**config.mk**
```make
export PLATFORM = sky130hd
export DESIGN_NAME = agt_status
export DESIGN_NICKNAME = d
export VERILOG_FILES = /design/src/hdl/agt_pkg.sv /design/src/hdl/agt_lane_trainer.sv /design/src/hdl/agt_status.sv
export SDC_FILE = /design/constraint.sdc
export NUM_CORES = 1
export LEC_CHECK = 0
export BUFFER_PORTS_ARGS = -buffer_cell sky130_fd_sc_hd__buf_2
export CAP_MARGIN = 20
export CELL_PAD_IN_SITES_DETAIL_PLACEMENT = 0
export CELL_PAD_IN_SITES_GLOBAL_PLACEMENT = 1
export CORE_ASPECT_RATIO = 2
export CORE_UTILIZATION = 39
export CTS_BUF_LIST = sky130_fd_sc_hd__clkbuf_16
export DETAILED_ROUTE_END_ITERATION = 8
export PLACE_DENSITY_LB_ADDON = 0.1
export SYNTH_ARGS = -nofsm -noshare
export SYNTH_HDL_FRONTEND = slang
export SYNTH_SLANG_ARGS = --single-unit
```
**constraint.sdc**
```tcl
create_clock -name clk -period 3.3 [get_ports clk]
set_input_delay 0.495 -clock clk [delete_from_list [all_inputs] [get_ports clk]]
set_output_delay 0.495 -clock clk [all_outputs]
set_load 0.1 [all_outputs]
```
**src/hdl/agt_pkg.sv**
```systemverilog
// Shared constants and types for the negotiation and training status block
package agt_pkg;

	////////////////////////////////////////////////////////////////////////////////
	// Clock and timing
	localparam int CLK_MHZ        = 125;
	localparam int LT_TIMEOUT_US  = 500;
	localparam int LT_TIMEOUT_CYC = LT_TIMEOUT_US * CLK_MHZ;

	////////////////////////////////////////////////////////////////////////////////
	// Sizes
	localparam int LANES  = 4;
	localparam int PAGE_W = 48;
	localparam int DATA_W = 32;
	localparam int ADDR_W = 8;
	localparam int TAP_W  = 2;
	localparam int FEC_W  = 4;
	localparam int CW_W   = 6;

	////////////////////////////////////////////////////////////////////////////////
	// Received base page and extended page bit positions
	localparam int BP_RSFEC_REQ = 44;
	localparam int BP_KRFEC_REQ = 45;
	localparam int EP_25G_KR1   = 16;
	localparam int EP_25G_CR1   = 17;
	localparam int EP_50G_KR2   = 18;
	localparam int EP_50G_CR2   = 19;
	localparam int EP_FEC_LSB   = 24;
	localparam int FEC_CAP_RS   = 0;

	////////////////////////////////////////////////////////////////////////////////
	// Received control block layout per lane
	localparam int CW_PRESET  = 5;
	localparam int CW_INIT    = 4;
	localparam int CW_KP1_LSB = 2;
	localparam int CW_K0_LSB  = 0;

	////////////////////////////////////////////////////////////////////////////////
	// Register offsets
	localparam logic [ADDR_W-1:0] REG_CTRL    = 8'h00;
	localparam logic [ADDR_W-1:0] REG_AN_STAT = 8'h04;
	localparam logic [ADDR_W-1:0] REG_LT_STAT = 8'h08;
	localparam logic [ADDR_W-1:0] REG_LT_RXCB = 8'h0C;
	localparam logic [ADDR_W-1:0] REG_NP_LO   = 8'h10;
	localparam logic [ADDR_W-1:0] REG_NP_HI   = 8'h14;

	// Control register fields
	localparam int CTRL_TRAIN_LSB   = 0;
	localparam int CTRL_RSFEC_LOCAL = 4;
	localparam int CTRL_CLEAR_ABIL  = 5;
	localparam logic [DATA_W-1:0] CTRL_RST  = 32'h0000_0000;
	localparam logic [DATA_W-1:0] CTRL_MASK = 32'h0000_001F;

	// Status register fields
	localparam int AN_OVERRUN = 3;

	////////////////////////////////////////////////////////////////////////////////
	// Lane training states
	typedef enum logic [3:0] {
		LT_IDLE  = 4'b0001,
		LT_TRAIN = 4'b0010,
		LT_SEND  = 4'b0100,
		LT_FAIL  = 4'b1000
	} agt_lt_state_e;

endpackage

```
**src/hdl/agt_lane_trainer.sv**
```systemverilog
// Training state, frame status and received control bits of one lane
`timescale 1ns/1ns
module agt_lane_trainer #(
	parameter int TIMEOUT_CYC = agt_pkg::LT_TIMEOUT_CYC
) (
	input  wire logic                       clk,
	input  wire logic                       reset,
	input  wire logic                       enable,
	input  wire logic                       frame_marker,
	input  wire logic                       frame_sync,
	input  wire logic                       local_ready,
	input  wire logic                       partner_ready,
	input  wire logic                       ctrl_valid,
	input  wire logic [agt_pkg::CW_W-1:0]   ctrl_word,
	output logic                            done,
	output logic                            active,
	output logic                            timeout,
	output logic                            frame_start,
	output logic                            locked,
	output logic                            preset,
	output logic                            init,
	output logic [agt_pkg::TAP_W-1:0]       post_tap,
	output logic [agt_pkg::TAP_W-1:0]       main_tap
);
	localparam int CNT_W = $clog2(TIMEOUT_CYC + 1);

	typedef struct packed {
		agt_pkg::agt_lt_state_e     st;
		logic [CNT_W-1:0]           cnt;
		logic                       done;
		logic                       active;
		logic                       timeout;
		logic                       fstart;
		logic                       locked;
		logic                       preset;
		logic                       init;
		logic [agt_pkg::TAP_W-1:0]  post;
		logic [agt_pkg::TAP_W-1:0]  main;
	} agt_lane_s;

	localparam agt_lane_s LANE_RST = '{st: agt_pkg::LT_IDLE, cnt: '0, default: '0};

	agt_lane_s r_q;
	agt_lane_s r_d;

	////////////////////////////////////////////////////////////////////////////////
	// Next state
	always_comb
	begin
		r_d = r_q;
		unique case (r_q.st)
			agt_pkg::LT_IDLE:
			begin
				r_d.cnt = '0;
				if (enable)
					r_d.st = agt_pkg::LT_TRAIN;
			end
			agt_pkg::LT_TRAIN:
			begin
				if (!enable)
					r_d.st = agt_pkg::LT_IDLE;
				else if (local_ready && partner_ready)
					r_d.st = agt_pkg::LT_SEND;
				else if (r_q.cnt == CNT_W'(TIMEOUT_CYC - 1))
					r_d.st = agt_pkg::LT_FAIL;
				else
					r_d.cnt = r_q.cnt + CNT_W'(1);
			end
			agt_pkg::LT_SEND, agt_pkg::LT_FAIL:
			begin
				if (!enable)
					r_d.st = agt_pkg::LT_IDLE;
			end
		endcase
		r_d.done    = (r_d.st == agt_pkg::LT_SEND);
		r_d.active  = (r_d.st == agt_pkg::LT_TRAIN);
		r_d.timeout = (r_d.st == agt_pkg::LT_FAIL);
		// Frame status only counts once training has begun
		r_d.fstart  = frame_marker && (r_q.st != agt_pkg::LT_IDLE);
		r_d.locked  = frame_sync && (r_q.st != agt_pkg::LT_IDLE);
		if (ctrl_valid)
		begin
			r_d.preset = ctrl_word[agt_pkg::CW_PRESET];
			r_d.init   = ctrl_word[agt_pkg::CW_INIT];
			r_d.post   = ctrl_word[agt_pkg::CW_KP1_LSB +: agt_pkg::TAP_W];
			r_d.main   = ctrl_word[agt_pkg::CW_K0_LSB +: agt_pkg::TAP_W];
		end
	end

	always_ff @(posedge clk)
	begin
		if (reset)
			r_q <= LANE_RST;
		else
			r_q <= r_d;
	end

	assign done        = r_q.done;
	assign active      = r_q.active;
	assign timeout     = r_q.timeout;
	assign frame_start = r_q.fstart;
	assign locked      = r_q.locked;
	assign preset      = r_q.preset;
	assign init        = r_q.init;
	assign post_tap    = r_q.post;
	assign main_tap    = r_q.main;

endmodule

```
**src/hdl/agt_status.sv**
```systemverilog
// Negotiation status, next-page handshake and lane training report with APB registers
`timescale 1ns/1ns
module agt_status #(
	parameter int LT_TIMEOUT_CYC = agt_pkg::LT_TIMEOUT_CYC
) (
	input  wire logic                                   clk,
	input  wire logic                                   reset,
	input  wire logic                                   psel,
	input  wire logic                                   penable,
	input  wire logic                                   pwrite,
	input  wire logic [agt_pkg::ADDR_W-1:0]             paddr,
	input  wire logic [agt_pkg::DATA_W-1:0]             pwdata,
	output logic [agt_pkg::DATA_W-1:0]                  prdata,
	output logic                                        pready,
	output logic                                        pslverr,
	input  wire logic                                   rx_base_page_valid,
	input  wire logic [agt_pkg::PAGE_W-1:0]             rx_base_page_word,
	input  wire logic                                   rx_ext_page_valid,
	input  wire logic [agt_pkg::PAGE_W-1:0]             rx_ext_page_word,
	input  wire logic                                   rx_next_page_valid,
	input  wire logic [agt_pkg::PAGE_W-1:0]             rx_next_page_word,
	input  wire logic                                   tx_page_slot,
	input  wire logic                                   local_page_request,
	input  wire logic [agt_pkg::PAGE_W-1:0]             local_page_word_in,
	input  wire logic                                   partner_page_read_ack,
	output logic                                        partner_rsfec_request,
	output logic                                        partner_kr_fec_request,
	output logic                                        partner_negotiation_capable,
	output logic                                        partner_abilities_valid,
	output logic                                        local_page_taken_pulse,
	output logic                                        tx_page_load,
	output logic [agt_pkg::PAGE_W-1:0]                  tx_page_word,
	output logic                                        partner_page_available,
	output logic [agt_pkg::PAGE_W-1:0]                  partner_page_word_out,
	output logic                                        partner_adv_25g_kr1,
	output logic                                        partner_adv_25g_cr1,
	output logic                                        partner_adv_50g_kr2,
	output logic                                        partner_adv_50g_cr2,
	output logic [agt_pkg::FEC_W-1:0]                   partner_ext_fec_caps,
	output logic                                        rsfec_use_enable,
	output logic                                        partner_ext_caps_valid,
	input  wire logic [agt_pkg::LANES-1:0]              lane_frame_marker,
	input  wire logic [agt_pkg::LANES-1:0]              lane_frame_sync,
	input  wire logic [agt_pkg::LANES-1:0]              lane_local_ready,
	input  wire logic [agt_pkg::LANES-1:0]              lane_partner_ready,
	input  wire logic [agt_pkg::LANES-1:0]              lane_ctrl_valid,
	input  wire logic [agt_pkg::LANES*agt_pkg::CW_W-1:0] lane_ctrl_word,
	output logic [agt_pkg::LANES-1:0]                   lane_training_done,
	output logic [agt_pkg::LANES-1:0]                   lane_training_active,
	output logic [agt_pkg::LANES-1:0]                   lane_training_timeout,
	output logic [agt_pkg::LANES-1:0]                   lane_train_frame_start,
	output logic [agt_pkg::LANES-1:0]                   lane_train_frame_locked,
	output logic [agt_pkg::LANES-1:0]                   partner_preset_bit,
	output logic [agt_pkg::LANES-1:0]                   partner_init_bit,
	output logic [agt_pkg::TAP_W-1:0]                   lane0_post_tap_update,
	output logic [agt_pkg::TAP_W-1:0]                   lane0_main_tap_update
);
	localparam int L = agt_pkg::LANES;
	localparam int T = agt_pkg::TAP_W;

	typedef struct packed {
		logic                          pready;
		logic                          pslverr;
		logic [agt_pkg::DATA_W-1:0]    prdata;
		logic [agt_pkg::DATA_W-1:0]    ctrl;
		logic                          abil_valid;
		logic                          rsfec_req;
		logic                          krfec_req;
		logic                          capable;
		logic                          ext_valid;
		logic                          kr1;
		logic                          cr1;
		logic                          kr2;
		logic                          cr2;
		logic [agt_pkg::FEC_W-1:0]     ext_fec;
		logic                          rsfec_use;
		logic                          np_taken;
		logic                          tx_load;
		logic [agt_pkg::PAGE_W-1:0]    tx_word;
		logic                          np_avail;
		logic                          overrun;
		logic [agt_pkg::PAGE_W-1:0]    np_word;
	} agt_top_s;

	localparam agt_top_s TOP_RST = '{ctrl: agt_pkg::CTRL_RST, default: '0};

	agt_top_s r_q;
	agt_top_s r_d;

	logic [L-1:0]   lt_done;
	logic [L-1:0]   lt_active;
	logic [L-1:0]   lt_timeout;
	logic [L-1:0]   lt_fstart;
	logic [L-1:0]   lt_locked;
	logic [L-1:0]   lt_preset;
	logic [L-1:0]   lt_init;
	logic [L*T-1:0] lt_post;
	logic [L*T-1:0] lt_main;

	// Known register offsets answer; all others give an error
	function automatic logic addr_mapped(input logic [agt_pkg::ADDR_W-1:0] a);
		addr_mapped = (a == agt_pkg::REG_CTRL) || (a == agt_pkg::REG_AN_STAT) ||
			(a == agt_pkg::REG_LT_STAT) || (a == agt_pkg::REG_LT_RXCB) ||
			(a == agt_pkg::REG_NP_LO) || (a == agt_pkg::REG_NP_HI);
	endfunction

	////////////////////////////////////////////////////////////////////////////////
	// Lane training units
	genvar gi;
	generate
		for (gi = 0; gi < L; gi++)
		begin : g_lane
			agt_lane_trainer #(
				.TIMEOUT_CYC (LT_TIMEOUT_CYC)
			) u_lane (
				.clk           (clk),
				.reset         (reset),
				.enable        (r_q.ctrl[agt_pkg::CTRL_TRAIN_LSB + gi]),
				.frame_marker  (lane_frame_marker[gi]),
				.frame_sync    (lane_frame_sync[gi]),
				.local_ready   (lane_local_ready[gi]),
				.partner_ready (lane_partner_ready[gi]),
				.ctrl_valid    (lane_ctrl_valid[gi]),
				.ctrl_word     (lane_ctrl_word[gi*agt_pkg::CW_W +: agt_pkg::CW_W]),
				.done          (lt_done[gi]),
				.active        (lt_active[gi]),
				.timeout       (lt_timeout[gi]),
				.frame_start   (lt_fstart[gi]),
				.locked        (lt_locked[gi]),
				.preset        (lt_preset[gi]),
				.init          (lt_init[gi]),
				.post_tap      (lt_post[gi*T +: T]),
				.main_tap      (lt_main[gi*T +: T])
			);
		end
	endgenerate

	////////////////////////////////////////////////////////////////////////////////
	// Next state
	always_comb
	begin
		logic setup;
		logic wr_acc;
		logic [agt_pkg::DATA_W-1:0] rd;
		setup  = psel && !penable;
		wr_acc = psel && penable && r_q.pready && pwrite;
		rd     = '0;
		r_d          = r_q;
		r_d.pready   = 1'b0;
		r_d.pslverr  = 1'b0;
		r_d.np_taken = 1'b0;
		r_d.tx_load  = 1'b0;

		// APB: answer is prepared in the setup cycle, no wait states
		unique case (paddr)
			agt_pkg::REG_CTRL:    rd = r_q.ctrl;
			agt_pkg::REG_AN_STAT: rd = {16'h0000, r_q.cr2, r_q.kr2, r_q.cr1, r_q.kr1,
				r_q.ext_fec, r_q.capable, r_q.krfec_req, r_q.rsfec_req, r_q.rsfec_use,
				r_q.overrun, r_q.np_avail, r_q.ext_valid, r_q.abil_valid};
			agt_pkg::REG_LT_STAT: rd = {16'h0000, lt_locked, lt_timeout, lt_active, lt_done};
			agt_pkg::REG_LT_RXCB: rd = {8'h00, lt_init, lt_preset, lt_post, lt_main};
			agt_pkg::REG_NP_LO:   rd = r_q.np_word[agt_pkg::DATA_W-1:0];
			agt_pkg::REG_NP_HI:   rd = {16'h0000, r_q.np_word[agt_pkg::PAGE_W-1:agt_pkg::DATA_W]};
			default:              rd = '0;
		endcase
		if (setup)
		begin
			r_d.pready  = 1'b1;
			r_d.pslverr = !addr_mapped(paddr);
			r_d.prdata  = pwrite ? '0 : rd;
		end

		// Register writes take effect at the end of the access cycle
		if (wr_acc && (paddr == agt_pkg::REG_CTRL))
		begin
			r_d.ctrl = pwdata & agt_pkg::CTRL_MASK;
			if (pwdata[agt_pkg::CTRL_CLEAR_ABIL])
			begin
				r_d.abil_valid = 1'b0;
				r_d.ext_valid  = 1'b0;
			end
		end
		if (wr_acc && (paddr == agt_pkg::REG_AN_STAT) && pwdata[agt_pkg::AN_OVERRUN])
			r_d.overrun = 1'b0;

		// Base page: all advertised values load with the valid flag
		if (rx_base_page_valid)
		begin
			r_d.rsfec_req  = rx_base_page_word[agt_pkg::BP_RSFEC_REQ];
			r_d.krfec_req  = rx_base_page_word[agt_pkg::BP_KRFEC_REQ];
			r_d.capable    = 1'b1;
			r_d.abil_valid = 1'b1;
		end

		// Extended page abilities
		if (rx_ext_page_valid)
		begin
			r_d.kr1       = rx_ext_page_word[agt_pkg::EP_25G_KR1];
			r_d.cr1       = rx_ext_page_word[agt_pkg::EP_25G_CR1];
			r_d.kr2       = rx_ext_page_word[agt_pkg::EP_50G_KR2];
			r_d.cr2       = rx_ext_page_word[agt_pkg::EP_50G_CR2];
			r_d.ext_fec   = rx_ext_page_word[agt_pkg::EP_FEC_LSB +: agt_pkg::FEC_W];
			r_d.ext_valid = 1'b1;
		end

		r_d.rsfec_use = r_d.abil_valid && r_q.ctrl[agt_pkg::CTRL_RSFEC_LOCAL] &&
			(r_d.rsfec_req || (r_d.ext_valid && r_d.ext_fec[agt_pkg::FEC_CAP_RS]));

		// Local next page: sampled when the engine has a slot and the host asks
		if (tx_page_slot && local_page_request)
		begin
			r_d.tx_word  = local_page_word_in;
			r_d.tx_load  = 1'b1;
			r_d.np_taken = 1'b1;
		end

		// Partner next page: acknowledge clears, a new page sets and wins
		if (partner_page_read_ack)
			r_d.np_avail = 1'b0;
		if (rx_next_page_valid)
		begin
			// An unread page being replaced is recorded
			if (r_q.np_avail && !partner_page_read_ack)
				r_d.overrun = 1'b1;
			r_d.np_word  = rx_next_page_word;
			r_d.np_avail = 1'b1;
		end
	end

	always_ff @(posedge clk)
	begin
		if (reset)
			r_q <= TOP_RST;
		else
			r_q <= r_d;
	end

	////////////////////////////////////////////////////////////////////////////////
	// Outputs
	assign prdata                      = r_q.prdata;
	assign pready                      = r_q.pready;
	assign pslverr                     = r_q.pslverr;
	assign partner_rsfec_request       = r_q.rsfec_req;
	assign partner_kr_fec_request      = r_q.krfec_req;
	assign partner_negotiation_capable = r_q.capable;
	assign partner_abilities_valid     = r_q.abil_valid;
	assign local_page_taken_pulse      = r_q.np_taken;
	assign tx_page_load                = r_q.tx_load;
	assign tx_page_word                = r_q.tx_word;
	assign partner_page_available      = r_q.np_avail;
	assign partner_page_word_out       = r_q.np_word;
	assign partner_adv_25g_kr1         = r_q.kr1;
	assign partner_adv_25g_cr1         = r_q.cr1;
	assign partner_adv_50g_kr2         = r_q.kr2;
	assign partner_adv_50g_cr2         = r_q.cr2;
	assign partner_ext_fec_caps        = r_q.ext_fec;
	assign rsfec_use_enable            = r_q.rsfec_use;
	assign partner_ext_caps_valid      = r_q.ext_valid;
	assign lane_training_done          = lt_done;
	assign lane_training_active        = lt_active;
	assign lane_training_timeout       = lt_timeout;
	assign lane_train_frame_start      = lt_fstart;
	assign lane_train_frame_locked     = lt_locked;
	assign partner_preset_bit          = lt_preset;
	assign partner_init_bit            = lt_init;
	assign lane0_post_tap_update       = lt_post[T-1:0];
	assign lane0_main_tap_update       = lt_main[T-1:0];

endmodule

```
### Word level (Yosys, flattened, before mapping)

Index checks and enable logic that the tools add are counted.

| word-level totals | value |
|---|---|
| flip-flop bits (word level) | 277 |
| bits of input ports | 287 |
| output and inout port bits | 179 |
| logic and storage cells | 226 |

| cells by class | value |
|---|---|
| $add $sub $neg | 4 |
| equal/unequal tests | 53 |
| muxes and demuxes | 54 |
| bitwise operators | 1 |
| reduce and logical (&&, ||, !) cells | 48 |

Operators with widths:

| cell | number |
|---|---|
| 16-bit two-way mux | 12 |
| 32-bit case mux with 6 select lines | 1 |
| 16-bit case mux with 2 select lines | 4 |
| 50-bit two-way mux | 2 |
| 4-bit two-way mux | 21 |
| 16-bit by 1-bit adder with 16-bit output, second input constant | 4 |
| 16-bit == test, second input constant | 4 |
| 4-bit case mux with 3 select lines | 4 |
| 34-bit two-way mux | 1 |
| 4-bit by 2-bit == test with 1-bit output, second input constant | 8 |
| 4-bit by 3-bit == test with 1-bit output, second input constant | 8 |
| 4-bit == test, second input constant | 8 |
| 32-bit two-way mux | 1 |
| 1-bit logical AND | 24 |
| 2-bit inequality test, second input constant | 12 |
| 4-bit by 1-bit == test with 1-bit output, second input constant | 4 |
| 8-bit by 4-bit == test with 1-bit output, second input constant | 2 |
| 8-bit by 5-bit == test with 1-bit output, second input constant | 2 |
| 4-bit by 1-bit inequality test with 1-bit output, second input constant | 4 |
| 4-bit AND reduction | 4 |
| 2-bit nonzero test | 5 |
| 2-bit OR reduction | 5 |
| 9-bit two-way mux | 1 |
| 8-bit by 3-bit == test with 1-bit output, second input constant | 1 |
| 5 further kinds | 18 |

### Longest topological paths before layout

Gate-level depths: netlist of the first run.

| depth | value |
|---|---|
| depth in word-level cells | 9 |
| mapped depth | 8 |
| gate-level depth less buffers | 6 |

### Cells and area by module

Synthesis of the first run repeated with hierarchy kept, for this count alone.

| unflattened totals | value |
|---|---|
| cell total of the unflattened synthesis | 1465 |
| area total of the unflattened synthesis | 13157.6 um2 |

Modules (own cells, without submodules):

| module | times used | cells each | area an instance (um2) | sequential area each (um2) |
|---|---|---|---|---|
| agt_status | 1 | 789 | 7066.8 | 3042.9 |
| agt_lane_trainer | 4 | 169 | 1522.7 | 620.6 |

### Least setup slack after synthesis of the first run

Ideal clock, no wire load.

| timing path | value |
|---|---|
| path type | input port to flip-flop |
| start point | in paddr[1] (netlist bit) |
| end point | reg r_q (netlist bit prdata[14]) |
| setup time | 0.072 ns |
| arrival | 2.212 ns |
| required time | 3.228 ns |
| slack | 1.016 ns |
| stages | 8 |
| buffers on the path | 3 |
| path through | or4_4 buf_6 or4b_4 buf_6 buf_6 o2bb2ai_1 a221oi_1 o21ai_1 |

| on the way | value |
|---|---|
| word-level cells in the longest chain between the ends | 3 |
| elaborated cells between the ends (all ways) | 8 |
| classes of those cells | eq/ne: 5; mux: 2; reduce/logical: 1 |

RTL lines:

| what | line | source |
|---|---|---|
| start, declared | agt_status.sv:11 | `input wire logic [agt_pkg::ADDR_W-1:0] paddr,` |
| 8-bit by 5-bit == test with 1-bit output (tied with other cells) | agt_status.sv:155 | `unique case (paddr)` |
| 32-bit case mux with 6 select lines (*) | agt_status.sv:155 |  |
| 32-bit two-way mux (*) | agt_status.sv:170 | `r_d.prdata = pwrite ? '0 : rd;` |
| end signal, assigned | agt_status.sv:235 | `r_q <= r_d;` |
| end, declared | agt_status.sv:87 | `agt_top_s r_q;` |

Every way passes the cells marked *; elsewhere a longest branch is shown, timed or not.
A chain may end at the register's enable or synchronous reset.

### Worst setup path after layout of the first run

| timing path | value |
|---|---|
| start point | reg g_lane[0].u_lane.r_q[28] (netlist bit) |
| end point | reg g_lane[0].u_lane.r_q[26] (netlist bit) |

| on the way | value |
|---|---|
| word-level cells in the longest chain between the ends | 3 |
| elaborated cells between the ends (all ways) | 8 |
| classes of those cells | eq/ne: 5; mux: 1; reduce/logical: 2 |

RTL lines:

| what | line | source |
|---|---|---|
| start, declared | agt_lane_trainer.sv:43 | `agt_lane_s r_q;` |
| start signal, assigned | agt_lane_trainer.sv:95 | `r_q <= r_d;` |
| 4-bit by 2-bit == test with 1-bit output / 4-bit by 1-bit == test with 1-bit output (equally long branches) | agt_lane_trainer.sv:51 | `unique case (r_q.st)` |
| 2-bit inequality test (no source line) / 2-bit nonzero test (equally long branches) | -- |  |
| 4-bit AND reduction (no source line) | -- |  |

Several ways; a longest one is shown, not always the timed one.

==> impl_metrics.env, run 1 <==
export IMPL_status="completed"
export IMPL_hold_path_depth=2
export IMPL_synth_edf_count=0
export IMPL_ios=466
export IMPL_wl_per_cell_um=18.69
export IMPL_tightest_slew_ns=0.9280
export IMPL_finalCritPeriodShare_pct=75.95
export IMPL_synth_area_mm2=0.01301
export IMPL_regArea_mm2=0.005525
export IMPL_std_cell_rows=94
export IMPL_cts_tree="built"
export IMPL_setup_worst_path_class="reg -> reg"
export IMPL_dieArea_mm2=0.03413
export IMPL_min_to="g_lane[3].u_lane.frame_start$_SDFF_PP0_"
export IMPL_grt_pass1_wl_mm=59.55
export IMPL_gr_usage_met2_pct=43.40
export IMPL_coreArea_mm2=0.03281
export IMPL_ys_async_sr_fraction_pct=0
export IMPL_synth_nets=1801
export IMPL_setup_violations=0
export IMPL_cts_setup_buffers=0
export IMPL_ys_ff_latch=276
export IMPL_hold_start="lane_frame_marker[3]"
export IMPL_worst_r2r_cell_count=5
export IMPL_final_antenna_net_count=0
export IMPL_numClockSinks=276
export IMPL_grt_pass1_vias=10540
export IMPL_cts_resized=0
export IMPL_r2r_start="g_lane[0].u_lane.r_q[28]$_SDFF_PP0_"
export IMPL_initial_core_util_pct=39.64
export IMPL_htree_levels=1
export IMPL_cp_num_buf_inv=0
export IMPL_min_path_type="in -> reg"
export IMPL_fmax_mhz=399.0
export IMPL_fin_setup_tns_ns=0
export IMPL_finalClockSkew_ns=0.01791
export IMPL_place_congestion=0.8118
export IMPL_grt_ovfl_total=0
export IMPL_insertion_delay_ns=0.55
export IMPL_worstPathRequired_ns=3.76
export IMPL_drt_iter0_markers=464
export IMPL_yosysWarnings=0
export IMPL_root_buffer="clkbuf_16"
export IMPL_vias_per_cell=5.141
export IMPL_synth_top_area_share_pct=42.48
export IMPL_cp_arrival_ns=2.96
export IMPL_synthTopCellsByCount="dfxtp_1, nand2_1, nor2_1"
export IMPL_synth_area_leaders="dfxtp_1, buf_4, mux2i_1, nand2_1, nor2_1"
export IMPL_max_stage_delay_ns=0.53
export IMPL_drt_total_wl_mm=39.44
export IMPL_holdBufCountCts=0
export IMPL_numCtsBuffers=27
export IMPL_die_h_um=260.3
export IMPL_relSlewSlack_pct=37.84
export IMPL_power_w=0.007472
export IMPL_r2r_end="g_lane[0].u_lane.r_q[26]$_SDFFE_PP0P_"
export IMPL_cts_buffer_depth=3
export IMPL_netlist_cell_type_count=67
export IMPL_grt_usage_pct=22.33
export IMPL_drt_pass1_iterations=5
export IMPL_ys_seq_area_share_pct=42.48
export IMPL_io_buffer_count=353
export IMPL_multi_input_area_mm2=0.005803
export IMPL_grt_busiest_layer="met2"
export IMPL_critical_path_endpoint_type="flip-flop"
export IMPL_drc=0
export IMPL_synth_most_common_cell="dfxtp_1"
export IMPL_synth_top_area_cell="dfxtp_1"
export IMPL_die_w_um=131.1
export IMPL_pwr_density_cell_mw_per_mm2=508.4
export IMPL_cp_max_fo=11
export IMPL_vias=10850
export IMPL_antenna_found_initial=9
export IMPL_drive_gt1_share_pct=26.02
export IMPL_r2r_slack_ns=0.79
export IMPL_cp_cell_sequence="nor2b_1 -> a31oi_1 -> or3_1 -> or4_1 -> a21oi_1"
export IMPL_area_delta_synth_final_pct=13.00
export IMPL_critical_path_slowest_cell="or3_1"
export IMPL_slew_viol_final=0
export IMPL_synth_ff_type="dfxtp_1"
export IMPL_rsz0062_at_grt="no"
export IMPL_hpwl_mm=29.97
export IMPL_fill_cells=3343
export IMPL_vdd_drop_max_uv=415.3
export IMPL_drv_cap=0
export IMPL_cts_clk_slew_worst_paths_ns=0.07
export IMPL_period_minus_slack_ns=2.506
export IMPL_p_leak_nw=6.248
export IMPL_worstSetupStartpointType="flip-flop"
export IMPL_synth_avg_cell_area_um2=8.613
export IMPL_grtUsageMet3_pct=4.021
export IMPL_cpLargestDelayFamily="simple AND/OR/NAND/NOR gates"
export IMPL_netlist_instances=1510
export IMPL_grt_max_degree=64
export IMPL_grt_util_met1_pct=22.44
export IMPL_hold_violations=0
export IMPL_final_nets=1946
## how the worst max path moves through the flow
stage,start,endpoint,slack [ns],cells after the start
final,g_lane[0].u_lane.r_q[28]$_SDFF_PP0_,g_lane[0].u_lane.r_q[26]$_SDFFE_PP0P_,0.79,5
after global routing,g_lane[0].u_lane.r_q[28]$_SDFF_PP0_,g_lane[0].u_lane.r_q[26]$_SDFFE_PP0P_,0.64,5
after CTS,g_lane[0].u_lane.r_q[28]$_SDFF_PP0_,g_lane[0].u_lane.r_q[26]$_SDFFE_PP0P_,0.80,5
after detailed placement,paddr[1],prdata[15]$_SDFFE_PP0P_,0.75,6
after global placement,paddr[1],prdata[15]$_SDFFE_PP0P_,0.75,6
after floorplan,paddr[1],prdata[14]$_SDFFE_PP0P_,1.02,8
## stage by stage
stage / instances / setup slack (ns) / hold WS, ns / instance area (µm²) / utilization (%)
finish: 2110 / 0.7937 / 0.1386 / 14700 / 44.79
CTS: 2104 / 0.7973 / 0.1091 / 14680 / 44.74
detailed placement: 2058 / 0.7456 / 0.4420 / 13890 / 42.34
global route: 2109 / 0.6382 / 0.1289 / 14690 / 44.78
floorplan: 1510 / 1.016 / 0.4263 / 13010 / -
global placement: 2058 / 0.7505 / 0.4342 / 13890 / 42.34
## layout make-up
class                   count  area share (%)
multi-input cells         962           39.49
flip-flops and latches    276           37.60
clock inverters            19          0.7577
clock buffers              27           4.597
repair buffers            372           13.37
inverters                  16          0.4086
well taps                 432           3.678
diodes                      6          0.1022
## cell families (layout without fill, tap and decap cells)
logic type      count (synthesis)  after routing  share of synthesized area, %
simple gates                  551            551                         20.86
other cells                     0              6                             0
mux                           110            110                         8.514
fa+ha+maj                       4              4                        0.3848
flops                         276            276                         42.48
buf+inv                       272            434                         12.95
xor+xnor                       29             29                         1.953
compound gates                268            268                         12.86
## worst register-to-register path: cells and delay by family, from the launching register on
kind / cells / cell delay, ns
AND/OR/NAND/NOR: 3 / 1.39
AO/OA/AOI/OAI: 2 / 0.54
flip-flops: 1 / 0.50
## layer usage
metal,up-vias,share of wire (%)
li1,5365,-
met3,74,5.2
met1,5083,36
met5,-,0.076
met4,6,4.5
met2,320,54
## flip-flops by register name, indices dropped and copies added (netlist names), 4 cells and up
register	cells
g_lane.u_lane.active	4
partner_page_word_out	48
g_lane.u_lane.main_tap	8
g_lane.u_lane.done	4
tx_page_word	48
g_lane.u_lane.post_tap	8
partner_ext_fec_caps	4
prdata	32
g_lane.u_lane.locked	4
r_q	6
g_lane.u_lane.preset	4
g_lane.u_lane.frame_start	4
g_lane.u_lane.init	4
g_lane.u_lane.timeout	4
g_lane.u_lane.r_q	80
## report_power, final
part | internal [W] | leakage [nW] | total, W | switching (W)
sequential | 0.00342 | 2.25 | 0.00349 | 0.0000650
combinational | 0.000236 | 3.60 | 0.00109 | 0.000858
clock | 0.00155 | 0.404 | 0.00289 | 0.00134
## placed cells by master, fill, tap and decap left out, types with 5 or more instances in the layout
cell / count
nor4bb_1: 7
o2bb2ai_1: 17
nor4b_1: 15
and2_1: 20
diode_2: 6
a31oi_1: 7
nor3b_1: 5
nand2_1: 174
a211oi_1: 7
buf_2: 352
mux2_2: 5
nor3_1: 17
a221oi_1: 12
clkinv_1: 6
nor2b_1: 7
and3_1: 18
and4_1: 5
nor4_1: 16
xor2_1: 7
or3_1: 21
xnor2_1: 22
a22oi_1: 24
nor2_1: 167
inv_1: 19
or4_1: 11
or2_2: 8
o21ai_0: 42
mux2i_1: 105
nand4_1: 15
nand3_1: 25
clkinv_2: 8
a21oi_1: 100
nand2b_1: 5
o21ai_1: 16
dfxtp_1: 276
o31ai_1: 13
clkbuf_16: 27
buf_4: 15
Note: power is estimated with default switching activity, not from simulation.
==> run 2: changes to the inputs <==
--- a/config.mk
+++ b/config.mk
@@ -10,7 +10,7 @@
 export CELL_PAD_IN_SITES_DETAIL_PLACEMENT = 0
 export CELL_PAD_IN_SITES_GLOBAL_PLACEMENT = 1
 export CORE_ASPECT_RATIO = 2
-export CORE_UTILIZATION = 39
+export CORE_UTILIZATION = 36
 export CTS_BUF_LIST = sky130_fd_sc_hd__clkbuf_16
 export DETAILED_ROUTE_END_ITERATION = 8
 export PLACE_DENSITY_LB_ADDON = 0.1
==> constraint.sdc (replaced) <==
create_clock -name clk -period 2.57 [get_ports clk]
set_input_delay 0.3855 -clock clk [delete_from_list [all_inputs] [get_ports clk]]
set_output_delay 0.3855 -clock clk [all_outputs]
set_load 0.1 [all_outputs]
==> impl_metrics.env, run 2 (same netlist as run 1, synthesis figures left out) <==
export IMPL_coreArea_mm2=0.03568
export IMPL_tightest_slew_ns=0.9012
export IMPL_vias=10850
export IMPL_die_w_um=136.4
export IMPL_vias_per_cell=5.060
export IMPL_hold_violations=0
export IMPL_finalCritPeriodShare_pct=86.48
export IMPL_numClockSinks=276
export IMPL_worstPathRequired_ns=3.04
export IMPL_drt_total_wl_mm=40.43
export IMPL_setup_violations=0
export IMPL_grt_ovfl_total=0
export IMPL_dieArea_mm2=0.03694
export IMPL_slew_viol_final=0
export IMPL_min_path_type="in -> reg"
export IMPL_cts_setup_buffers=0
export IMPL_die_h_um=270.8
export IMPL_max_stage_delay_ns=0.72
export IMPL_setup_worst_path_class="reg -> reg"
export IMPL_relSlewSlack_pct=39.92
export IMPL_regMostFlops="g_lane.u_lane.r_q"
export IMPL_place_area_mm2=0.01404
export IMPL_cts_clk_slew_worst_paths_ns=0.06
export IMPL_grt_usage_pct=21.43
export IMPL_pwr_density_cell_mw_per_mm2=638.2
export IMPL_status="completed"
export IMPL_worstSetupStartpointType="flip-flop"
export IMPL_initial_core_util_pct=36.45
export IMPL_largest_reg_flops=80
export IMPL_fin_setup_tns_ns=0
export IMPL_layout_common_cells="buf_2, dfxtp_1, nand2_1, nor2_1, mux2i_1"
export IMPL_io_buffer_count=353
export IMPL_critical_path_endpoint_type="flip-flop"
export IMPL_dp_cells=2093
export IMPL_cts_buffer_depth=3
export IMPL_place_congestion=0.8186
export IMPL_antenna_found_initial=6
export IMPL_rsz0062_at_grt="no"
export IMPL_fmax_mhz=449.9
export IMPL_p_leak_nw=6.322
export IMPL_final_nets=1963
export IMPL_drt_pass1_iterations=4
export IMPL_final_antenna_net_count=0
export IMPL_critical_path_slowest_cell="or4b_1"
export IMPL_drv_cap=0
export IMPL_cp_max_fo=12
export IMPL_cts_resized=0
export IMPL_period_minus_slack_ns=2.223
export IMPL_drc=0
export IMPL_holdBufCountCts=0
export IMPL_cp_cell_sequence="or2_0 -> or4b_1 -> or4b_1 -> a21oi_1"
export IMPL_postLayoutCellArea_mm2=0.01482
export IMPL_ios=466
export IMPL_finalClockSkew_ns=0.01972
export IMPL_area_delta_synth_final_pct=13.93
export IMPL_hpwl_mm=30.98
export IMPL_layout_commonest_cell="buf_2"
export IMPL_layout_cells_non_filler=2145
export IMPL_hold_slack_ns=0.03081
export IMPL_htree_levels=1
export IMPL_grt_pass1_wl_mm=60.42
export IMPL_grt_pass1_vias=10630
export IMPL_numCtsBuffers=27
export IMPL_drive_gt1_share_pct=26.26
export IMPL_root_buffer="clkbuf_16"
export IMPL_cp_arrival_ns=2.70
export IMPL_crit_path_frequent_cell="or4b_1"
export IMPL_cts_tree="built"
export IMPL_std_cell_rows=98
export IMPL_vdd_drop_max_uv=503.4
export IMPL_wl_per_cell_um=18.85
export IMPL_drt_iter0_markers=453
export IMPL_grt_max_degree=98
export IMPL_insertion_delay_ns=0.55
run 2: cell type report:
cell class                      instances  area [µm²]
Antenna cell                            4       10.01
Multi-Input combinational cell        962        5803
Sequential cell                       276        5525
Clock buffer                           27       675.6
Tap cell                              450       563.0
Clock inverter                         21       87.58
Timing Repair Buffer                  389        2093
Fill cell                            3737       20860
Inverter                               16       60.06
run 2: path summary, 6_finish.rpt:
kind	from	end	slack, ns	depth (start not counted)
worst max-delay path	g_lane[2].u_lane.r_q[30]$_SDFF_PP0_	g_lane[2].u_lane.r_q[19]$_SDFFE_PP0P_	0.35	4
worst min-delay path	lane_frame_marker[0]	g_lane[0].u_lane.frame_start$_SDFF_PP0_	0.03	2
worst max register to register	g_lane[2].u_lane.r_q[30]$_SDFF_PP0_	g_lane[2].u_lane.r_q[19]$_SDFFE_PP0P_	0.35	4
worst min register to register	prdata[12]$_SDFFE_PP0P_	prdata[12]$_SDFFE_PP0P_	0.45	2
run 2: routing by layer:
metal | wire (µm) | vias to the layer above | track usage (%)
met3 | 2125 | 49 | 3.729
met4 | 1080 | 4 | 7.222
met5 | 27 | - | 0
met2 | 22990 | 298 | 43.53
li1 | - | 5423 | -
met1 | 14210 | 5079 | 20.60
run 2: report_power, final:
| group | internal (W) | total (W) | leakage (nW) | switching, W |
|---|---|---|---|---|
| registers | 0.00440 | 0.00448 | 2.25 | 0.0000848 |
| logic | 0.000302 | 0.00140 | 3.68 | 0.00110 |
| clock network | 0.00189 | 0.00357 | 0.394 | 0.00168 |
| total | 0.00659 | 0.00946 | 6.32 | 0.00287 |
run 2: through the flow:
step,total power (W),util [%],setup slack (ns)
CTS,0.009611,41.50,0.3433
floorplan,0.005750,-,0.3958
global placement,0.005988,39.36,0.2594
detailed placement,0.005993,39.36,0.2217
finish,0.009457,41.53,0.3474
global route,0.009843,41.52,0.1879
run 2: critical path, delay by kind of cell (launching register included):
kind	cells	cell delay (ns)
simple gates	3	1.61
flops	1	0.41
compound gates	1	0.14
